### src/hw/residual_oc_consts.svh
// offsets, field positions, reset values and timing counts of the residual overcurrent element
`ifndef RESIDUAL_OC_CONSTS_SVH
`define RESIDUAL_OC_CONSTS_SVH
// register byte offsets
`define OFF_OPER 8'h00
`define OFF_START 8'h04
`define OFF_TMS 8'h08
`define OFF_MIN_DLY 8'h0C
`define OFF_DEF_DLY 8'h10
`define OFF_RST_DLY 8'h14
`define OFF_STATE 8'h18
`define OFF_INT_STATUS 8'h1C
`define OFF_INT_MASK 8'h20
`define OFF_MEAS 8'h24
// state register bit positions
`define ST_INT_START 0
`define ST_INT_TRIP 1
`define ST_GEN_START 2
`define ST_GEN_TRIP 3
`define ST_BLOCK 4
`define ST_HOLD 5
// interrupt status and mask bit positions
`define IRQ_START 0
`define IRQ_TRIP 1
// operation selection codes
`define OP_OFF 4'h0
`define OP_DEF 4'h1
`define OP_LAST 4'hC
// setting ranges and reset values
`define START_MIN 16'h0005
`define START_MAX 16'h03E8
`define START_RST 11'h032
`define TMS_MIN 16'h0005
`define TMS_MAX 16'h05DC
`define TMS_RST 11'h064
`define DLY_MIN 16'h0028
`define RST_DLY_MIN 16'h003C
`define DLY_MAX 16'hEA60
`define DLY_RST 16'h0064
// curve arithmetic
`define RATIO_LIMIT 16'h0014
`define C_SCALE 32'h0000_2710
// one millisecond tick at a 5 ns clock
`define CLK_PERIOD_NS 5
`define MS_NS 1000000
`define MS_TICK_CYCLES (`MS_NS / `CLK_PERIOD_NS)
`endif

### src/hw/residual_oc_pkg.sv
// types shared by the residual overcurrent element
package residual_oc_pkg;
    typedef logic [3:0] op_t;
    typedef enum logic [1:0] {ALPHA_002, ALPHA_1, ALPHA_2} alpha_e;
    typedef enum logic [1:0] {TP_IDLE, TP_RUN, TP_HOLD} phase_e;
    typedef struct packed {
        op_t op;
        logic [10:0] start;
        logic [10:0] tms;
        logic [15:0] min_dly;
        logic [15:0] def_dly;
        logic [15:0] rst_dly;
    } settings_s;
    typedef struct packed {
        logic [26:0] kq;
        logic [16:0] cu;
        alpha_e alpha;
    } curve_s;
endpackage

### src/hw/residual_overcurrent_timing.sv
// residual overcurrent element: pickup, definite and inverse timing, decision, apb slave
//
// The APB register port and the register offsets are this design's own decisions.
`timescale 1ns/1ps
`include "residual_oc_consts.svh"
module residual_overcurrent_timing
    import residual_oc_pkg::*;
#(
    parameter int unsigned TICK_CYCLES = `MS_TICK_CYCLES
) (
    input wire logic pclk,
    input wire logic presetn,
    input wire logic psel,
    input wire logic penable,
    input wire logic pwrite,
    input wire logic [31:0] paddr,
    input wire logic [31:0] pwdata,
    output logic [31:0] prdata,
    output logic pready,
    output logic pslverr,
    input wire logic [15:0] residual_fourier_magnitude,
    input wire logic block_input,
    output logic general_start_out,
    output logic general_trip_out,
    output logic irq
);
    settings_s set_reg;
    phase_e phase_reg;
    logic [15:0] ms_cnt_reg;
    logic [15:0] rst_cnt_reg;
    logic [39:0] acc_reg;
    logic internal_start_reg, internal_trip_reg;
    logic general_start_reg, general_trip_reg;
    logic [1:0] int_status_reg, int_mask_reg;
    logic irq_reg, pready_reg, pslverr_reg;
    logic [31:0] prdata_reg;
    logic tick;
    curve_s curve;
    logic mode_on, is_def, is_inv, over, trip_cond;
    logic c_done, k_done, min_done, def_done;
    logic [15:0] mag_lim;
    logic [16:0] ratio;
    logic [25:0] drive;
    logic [31:0] rd_next;
    logic err_next;
    logic wr_acc;
    logic [1:0] int_status_next;

    function automatic logic [15:0] clamp16(input logic [15:0] v, input logic [15:0] lo,
                                            input logic [15:0] hi);
        if (v < lo) return lo;
        if (v > hi) return hi;
        return v;
    endfunction

    // log2 of a Q12 ratio in [1,32), linear between powers of two
    function automatic logic [14:0] log2_q12(input logic [16:0] r);
        logic [2:0] e;
        logic [16:0] m;
        e = 3'h0;
        for (int i = 13; i <= 16; i++) begin
            if (r[i]) e = 3'(i - 12);
        end
        m = r >> e;
        return {e, m[11:0]};
    endfunction

    // per-ms integration step in Q16: ratio^alpha - 1
    function automatic logic [25:0] drive_q16(input alpha_e a, input logic [16:0] r);
        logic [33:0] sq;
        logic [24:0] lg;
        sq = 34'(r) * 34'(r);
        lg = 25'(log2_q12(r)) * 25'h00_00E3;
        case (a)
            ALPHA_1: return 26'({r - 17'h0_1000, 4'h0});
            ALPHA_2: return sq[33:8] - 26'h001_0000;
            default: return 26'(lg >> 10);
        endcase
    endfunction

    // curve constants: k scaled by 655360, c scaled by 100000
    function automatic curve_s curve_of(input op_t op);
        case (op)
            4'h2: return '{27'h001_6666, 17'h0_0000, ALPHA_002};
            4'h3: return '{27'h087_0000, 17'h0_0000, ALPHA_1};
            4'h4: return '{27'h320_0000, 17'h0_0000, ALPHA_2};
            4'h5: return '{27'h4B0_0000, 17'h0_0000, ALPHA_1};
            4'h6: return '{27'h000_1604, 17'h0_073A, ALPHA_002};
            4'h7: return '{27'h000_83D7, 17'h0_2C88, ALPHA_002};
            4'h8: return '{27'h0C4_199A, 17'h0_BFCC, ALPHA_2};
            4'h9: return '{27'h11A_0000, 17'h0_2F8A, ALPHA_2};
            4'hA: return '{27'h000_DC29, 17'h0_4844, ALPHA_002};
            4'hB: return '{27'h11D_8000, 17'h1_1620, ALPHA_2};
            4'hC: return '{27'h280_B333, 17'h0_61A8, ALPHA_2};
            default: return '{27'h000_0000, 17'h0_0000, ALPHA_002};
        endcase
    endfunction

    ms_tick_gen #(
        .CYCLES(TICK_CYCLES)
    ) u_tick (
        .pclk(pclk),
        .presetn(presetn),
        .tick(tick)
    );

    // mode decode and pickup; a ratio of 1+5/4096 or more integrates on every curve, so 1.1x surely operates
    assign mode_on = set_reg.op != `OP_OFF;
    assign is_def = set_reg.op == `OP_DEF;
    assign is_inv = mode_on & ~is_def;
    assign over = mode_on & (residual_fourier_magnitude > 16'(set_reg.start));

    // ratio clamped at twenty times start, so heavy faults see the twenty-times delay
    assign mag_lim = (residual_fourier_magnitude > 16'(set_reg.start) * `RATIO_LIMIT) ?
                     16'(set_reg.start) * `RATIO_LIMIT : residual_fourier_magnitude;
    assign ratio = 17'({mag_lim, 12'h000} / 28'(set_reg.start));
    assign curve = curve_of(set_reg.op);
    assign drive = drive_q16(curve.alpha, ratio);

    // expiry tests; the multiplier scales both curve terms
    assign c_done = 32'(ms_cnt_reg) * `C_SCALE >= 32'(set_reg.tms) * 32'(curve.cu);
    assign k_done = acc_reg >= 40'(set_reg.tms) * 40'(curve.kq);
    assign min_done = ms_cnt_reg >= set_reg.min_dly;
    assign def_done = ms_cnt_reg >= set_reg.def_dly;
    assign trip_cond = over & (phase_reg == TP_RUN) &
                       (is_def ? def_done : (c_done & k_done & min_done));

    // timing phase and counters; block or definite dropout clears at once
    always_ff @(posedge pclk or negedge presetn) begin
        if (!presetn) begin
            phase_reg <= TP_IDLE;
            ms_cnt_reg <= 16'h0000;
            rst_cnt_reg <= 16'h0000;
            acc_reg <= 40'h00_0000_0000;
        end else if (block_input | ~mode_on | (~over & is_def)) begin
            phase_reg <= TP_IDLE;
            ms_cnt_reg <= 16'h0000;
            rst_cnt_reg <= 16'h0000;
            acc_reg <= 40'h00_0000_0000;
        end else begin
            case (phase_reg)
                TP_IDLE: begin
                    if (over) phase_reg <= TP_RUN;
                end
                TP_RUN: begin
                    if (!over) begin
                        phase_reg <= TP_HOLD;
                        rst_cnt_reg <= 16'h0000;
                    end else if (tick) begin
                        if (ms_cnt_reg != 16'hFFFF) ms_cnt_reg <= ms_cnt_reg + 16'h0001;
                        // stop integrating once expired, so the sum cannot wrap
                        if (c_done & ~k_done) acc_reg <= acc_reg + 40'(drive);
                    end
                end
                TP_HOLD: begin
                    if (over) begin
                        phase_reg <= TP_RUN;
                    end else if (tick) begin
                        if (rst_cnt_reg + 16'h0001 >= set_reg.rst_dly) begin
                            phase_reg <= TP_IDLE;
                            ms_cnt_reg <= 16'h0000;
                            rst_cnt_reg <= 16'h0000;
                            acc_reg <= 40'h00_0000_0000;
                        end else begin
                            rst_cnt_reg <= rst_cnt_reg + 16'h0001;
                        end
                    end
                end
                default: phase_reg <= TP_IDLE;
            endcase
        end
    end

    // internal indications, then the decision stage gated by block
    always_ff @(posedge pclk or negedge presetn) begin
        if (!presetn) begin
            internal_start_reg <= 1'b0;
            internal_trip_reg <= 1'b0;
            general_start_reg <= 1'b0;
            general_trip_reg <= 1'b0;
        end else begin
            internal_start_reg <= over & ~block_input;
            internal_trip_reg <= trip_cond & ~block_input;
            general_start_reg <= internal_start_reg & ~block_input;
            general_trip_reg <= internal_trip_reg & ~block_input;
        end
    end

    // apb read mux, decoded in the setup cycle
    always_comb begin
        rd_next = 32'h0000_0000;
        err_next = 1'b0;
        if (paddr[31:8] != 24'h00_0000) begin
            err_next = 1'b1;
        end else begin
            case (paddr[7:0])
                `OFF_OPER: rd_next = 32'(set_reg.op);
                `OFF_START: rd_next = 32'(set_reg.start);
                `OFF_TMS: rd_next = 32'(set_reg.tms);
                `OFF_MIN_DLY: rd_next = 32'(set_reg.min_dly);
                `OFF_DEF_DLY: rd_next = 32'(set_reg.def_dly);
                `OFF_RST_DLY: rd_next = 32'(set_reg.rst_dly);
                `OFF_STATE: begin
                    rd_next[`ST_INT_START] = internal_start_reg;
                    rd_next[`ST_INT_TRIP] = internal_trip_reg;
                    rd_next[`ST_GEN_START] = general_start_reg;
                    rd_next[`ST_GEN_TRIP] = general_trip_reg;
                    rd_next[`ST_BLOCK] = block_input;
                    rd_next[`ST_HOLD] = phase_reg == TP_HOLD;
                end
                `OFF_INT_STATUS: rd_next = 32'(int_status_reg);
                `OFF_INT_MASK: rd_next = 32'(int_mask_reg);
                `OFF_MEAS: rd_next = 32'(residual_fourier_magnitude);
                default: err_next = 1'b1;
            endcase
        end
    end

    // zero wait state: ready rises for exactly the access cycle
    always_ff @(posedge pclk or negedge presetn) begin
        if (!presetn) begin
            pready_reg <= 1'b0;
            pslverr_reg <= 1'b0;
            prdata_reg <= 32'h0000_0000;
        end else begin
            pready_reg <= psel & ~penable;
            if (psel & ~penable) begin
                pslverr_reg <= err_next;
                prdata_reg <= pwrite ? 32'h0000_0000 : rd_next;
            end else begin
                pslverr_reg <= 1'b0;
            end
        end
    end

    assign wr_acc = psel & penable & pready_reg & pwrite & ~pslverr_reg;

    // settings, clamped into range; unknown operation codes are ignored
    always_ff @(posedge pclk or negedge presetn) begin
        if (!presetn) begin
            set_reg <= '{`OP_OFF, `START_RST, `TMS_RST, `DLY_RST, `DLY_RST, `DLY_RST};
        end else if (wr_acc) begin
            case (paddr[7:0])
                `OFF_OPER: if (pwdata[3:0] <= `OP_LAST) set_reg.op <= pwdata[3:0];
                `OFF_START: set_reg.start <= 11'(clamp16(pwdata[15:0], `START_MIN, `START_MAX));
                `OFF_TMS: set_reg.tms <= 11'(clamp16(pwdata[15:0], `TMS_MIN, `TMS_MAX));
                `OFF_MIN_DLY:
                    set_reg.min_dly <= clamp16(pwdata[15:0], `DLY_MIN, `DLY_MAX);
                `OFF_DEF_DLY:
                    set_reg.def_dly <= clamp16(pwdata[15:0], `DLY_MIN, `DLY_MAX);
                `OFF_RST_DLY: set_reg.rst_dly <= clamp16(pwdata[15:0], `RST_DLY_MIN, `DLY_MAX);
                default: ;
            endcase
        end
    end

    // sticky events on output rising edges; a new event beats the clearing write
    always_comb begin
        int_status_next = int_status_reg;
        if (wr_acc && paddr[7:0] == `OFF_INT_STATUS) int_status_next &= ~pwdata[1:0];
        int_status_next[`IRQ_START] |= internal_start_reg & ~block_input & ~general_start_reg;
        int_status_next[`IRQ_TRIP] |= internal_trip_reg & ~block_input & ~general_trip_reg;
    end

    always_ff @(posedge pclk or negedge presetn) begin
        if (!presetn) begin
            int_status_reg <= 2'h0;
            int_mask_reg <= 2'h0;
            irq_reg <= 1'b0;
        end else begin
            int_status_reg <= int_status_next;
            if (wr_acc && paddr[7:0] == `OFF_INT_MASK) int_mask_reg <= pwdata[1:0];
            irq_reg <= |(int_status_reg & int_mask_reg);
        end
    end

    assign prdata = prdata_reg;
    assign pready = pready_reg;
    assign pslverr = pslverr_reg;
    assign general_start_out = general_start_reg;
    assign general_trip_out = general_trip_reg;
    assign irq = irq_reg;
endmodule // residual_overcurrent_timing

### src/hw/ms_tick_gen.sv
// millisecond enable pulse divided down from the system clock
`timescale 1ns/1ps
module ms_tick_gen #(
    parameter int unsigned CYCLES = 200000
) (
    input wire logic pclk,
    input wire logic presetn,
    output logic tick
);
    logic [31:0] cnt_reg;
    logic tick_reg;

    // free running divider, one pulse every CYCLES clocks
    always_ff @(posedge pclk or negedge presetn) begin
        if (!presetn) begin
            cnt_reg <= 32'h0000_0000;
            tick_reg <= 1'b0;
        end else if (cnt_reg >= 32'(CYCLES - 1)) begin
            cnt_reg <= 32'h0000_0000;
            tick_reg <= 1'b1;
        end else begin
            cnt_reg <= cnt_reg + 32'h0000_0001;
            tick_reg <= 1'b0;
        end
    end

    assign tick = tick_reg;
endmodule // ms_tick_gen

### config.mk
export PLATFORM = sky130hd
export DESIGN_NAME = residual_overcurrent_timing
export DESIGN_NICKNAME = d
export VERILOG_FILES = /design/src/hw/residual_oc_pkg.sv /design/src/hw/residual_overcurrent_timing.sv /design/src/hw/ms_tick_gen.sv
export VERILOG_INCLUDE_DIRS = /design/src /design/src/hw
export SDC_FILE = /design/constraint.sdc
export NUM_CORES = 2
export LEC_CHECK = 0
export ABC_AREA = 1
export BUFFER_PORTS_ARGS = -buffer_cell sky130_fd_sc_hd__clkbuf_2
export CELL_PAD_IN_SITES_DETAIL_PLACEMENT = 0
export CELL_PAD_IN_SITES_GLOBAL_PLACEMENT = 1
export CORE_MARGIN = 5
export CORE_UTILIZATION = 35
export CTS_BUF_LIST = sky130_fd_sc_hd__clkbuf_8 sky130_fd_sc_hd__clkbuf_16
export DETAILED_ROUTE_END_ITERATION = 6
export PLACE_DENSITY_LB_ADDON = 0.25
export SETUP_SLACK_MARGIN = 0.4
export SLEW_MARGIN = 25
export SYNTH_ARGS = -nofsm -noshare
export SYNTH_HDL_FRONTEND = slang
export SYNTH_SLANG_ARGS = --single-unit
export TNS_END_PERCENT = 1
### constraint.sdc
create_clock -name pclk -period 115.8 [get_ports pclk]
set_input_delay 23.16 -clock pclk [delete_from_list [all_inputs] [get_ports pclk]]
set_output_delay 23.16 -clock pclk [all_outputs]
set_load 0.03 [all_outputs]
==> impl_metrics.env <==
export IMPL_status="completed"
export IMPL_postRouteAntennaNets=0
export IMPL_critPathArrivalTime_ns=103.61
export IMPL_path_common_cell="nand2_1"
export IMPL_post_route_period_util=0.8904
export IMPL_dpl_hpwl_mm=151.9
export IMPL_path_max_fanout=42
export IMPL_ff2ff_path_depth=469
export IMPL_first_global_vias=53240
export IMPL_drt_wirelength_per_cell_um=17.49
export IMPL_cp_slowest_stage_delay_ns=0.67
export IMPL_gp_congestion=0.8773
export IMPL_dieWidth_um=423.3
export IMPL_busiest_layer="met2"
export IMPL_clkTransAtPathRegs_ns=0.07
export IMPL_met2_usage=0.3706
export IMPL_routed_via_density=4.997
export IMPL_syn_area_per_cell_um2=7.241
export IMPL_endpoint_kind="register"
export IMPL_dominantRegCellSynth="dfrtp_1"
export IMPL_async_flop_share=1.000
export IMPL_io_pins=123
export IMPL_cts_root_buffer="clkbuf_16"
export IMPL_grt_pass1_wl_mm=294.5
export IMPL_cts_max_path_buffers=3
export IMPL_post_cts_buffers=0
export IMPL_gr_total_overflow=0
export IMPL_route_detailed_drc=0
export IMPL_drt_initial_drc_count=2749
export IMPL_yosys_warnings=0
export IMPL_wl_mm=184.2
export IMPL_slew_headroom=0.2417
export IMPL_worstSetupPathType="input port to register"
export IMPL_nets=9800
export IMPL_fmax_mhz=9.699
export IMPL_firstDrtPassIters=7
export IMPL_ys_seq_elements=208
export IMPL_area_growth_pct=6.156
export IMPL_grt_usage=0.2031
export IMPL_holdBufCountCts=0
export IMPL_cts_resized_gates=0
export IMPL_clock_sinks=208
export IMPL_cts_tree="yes"
export IMPL_hold_viol=0
export IMPL_finalCriticalPeriod_ns=103.11
export IMPL_cts_buffers=27
export IMPL_num_rows=151
export IMPL_slowest_stage="clkinv_1"
export IMPL_grt_met3_usage=0.01299
export IMPL_hold_class="register to register"
export IMPL_post_dp_cell_area_mm2=0.06254
export IMPL_rsz0062_at_grt="no"
export IMPL_finClkSkew_ns=0.02381
export IMPL_tightest_slew_ns=1.109
export IMPL_seq_area_frac_synth=0.08737
export IMPL_cts_max_level=1
export IMPL_largest_register_ffs=74
export IMPL_clock_latency_ns=0.60
export IMPL_grt_max_degree=78
export IMPL_finalSetupViolations=0
export IMPL_synthDistinctLibCells=88
export IMPL_synthesis_area_mm2=0.05979
export IMPL_dieArea_mm2=0.1792
export IMPL_vias=52630
export IMPL_tns_ns=0
export IMPL_required_ns=116.30
export IMPL_worstHoldPathCells=1
export IMPL_antenna_found_initial=5
export IMPL_grt_use_met1=0.2581
export IMPL_synth_edff_count=0
export IMPL_io_buffers=90
export IMPL_whs_ns=0.4649
export IMPL_final_area_mm2=0.06347
export IMPL_start_util=0.3524
export IMPL_core_area_mm2=0.1697
export IMPL_die_h_um=423.3
export IMPL_drv_slew=0
export IMPL_drv_cap=0
export IMPL_crit_path_start_kind="input port"
export IMPL_syn_inst=8258
export IMPL_layout_drive_gt1_share=0.07714
## area by class of cell
type	instances	area, um^2
antenna	4	10.01
tap	2218	2775
sequential	208	5224
clock buffer	33	758.2
clock inverter	17	165.2
inverter	1605	6046
timing repair buffer	160	985.9
fill	18080	106200
multi-input combinational	6287	47510
## metal layers
| layer | vias to the layer above | routed length (um) |
|---|---|---|
| met5 | - | 0 |
| met4 | 0 | 5892 |
| met3 | 221 | 5427 |
| met2 | 891 | 91630 |
| met1 | 25100 | 81290 |
| li1 | 26420 | - |
## placed cells by master (no fill, tap or decap), drive strengths merged, types with 82 or more instances in the layout
master  instances
a21oi         403
clkbuf        122
dfrtp         193
fa            607
ha            818
inv          1583
nand2        1744
nand3         404
nand4         107
nor2          797
nor3           82
o21ai         496
xnor2         156
xor2          185
## synth_stat cells (35+ instances only)
cell type,count,area share
nand2_1,1573,0.099
inv_1,1544,0.097
ha_1,818,0.17
nor2_1,719,0.045
fa_1,607,0.20
o21ai_0,433,0.036
a21oi_1,397,0.033
nand3_1,343,0.029
dfrtp_1,193,0.081
xor2_1,184,0.027
xnor2_1,156,0.023
nand2_2,136,0.014
clkbuf_1,117,0.0073
nand4_1,101,0.011
nor3_1,81,0.0068
o22ai_1,55,0.0058
nand3_2,51,0.0085
o21bai_1,47,0.0059
nor2_2,46,0.0048
o21ai_1,46,0.0039
a21o_1,44,0.0055
nand2_4,35,0.0066
## critical path, delay by kind of cell
family	cells	cell delay, ns
compound gates	161	31.46
xor+xnor	1	0.18
fa+ha+maj	36	12.45
buf+inv	68	10.67
simple gates	197	25.17
## final timing paths
check | startpoint | endpoint | slack (ns)
min in group asynchronous | presetn | acc_reg[9] | 22.57
max in group asynchronous | presetn | acc_reg[0] | 91.78
min reg2reg | u_tick.cnt_reg[0] | u_tick.cnt_reg[0] | 0.46
max reg2reg | set_reg[60] | acc_reg[36] | 33.32
max | residual_fourier_magnitude[7] | acc_reg[36] | 12.69
min | u_tick.cnt_reg[0] | u_tick.cnt_reg[0] | 0.46
## logic make-up (layout without fill, tap and decap cells)
family,Yosys count,count (layout),synth area share
and+or+nand+nor,3237,3237,0.2464
buffers and inverters,1793,1815,0.1202
adders and majority gates,1425,1425,0.3744
AOI/OAI and AO/OA,1250,1250,0.1210
xor gates and xnor gates,341,341,0.05008
DFF,208,208,0.08737
muxes,3,3,0.0005231
other,1,35,0.00006272
## per-stage QoR
stage | util | std cells | worst slack, ns
after global placement | 0.3686 | 10480 | 12.50
after global routing | 0.3741 | 10530 | 4.001
after floorplan | - | 8288 | 26.31
after detailed placement | 0.3686 | 10480 | 11.88
after CTS | 0.3741 | 10530 | 12.28
final | 0.3741 | 10530 | 12.69
Power is not shown: default switching activity piles up to over one toggle a cycle in this logic, so the estimate is an artifact.
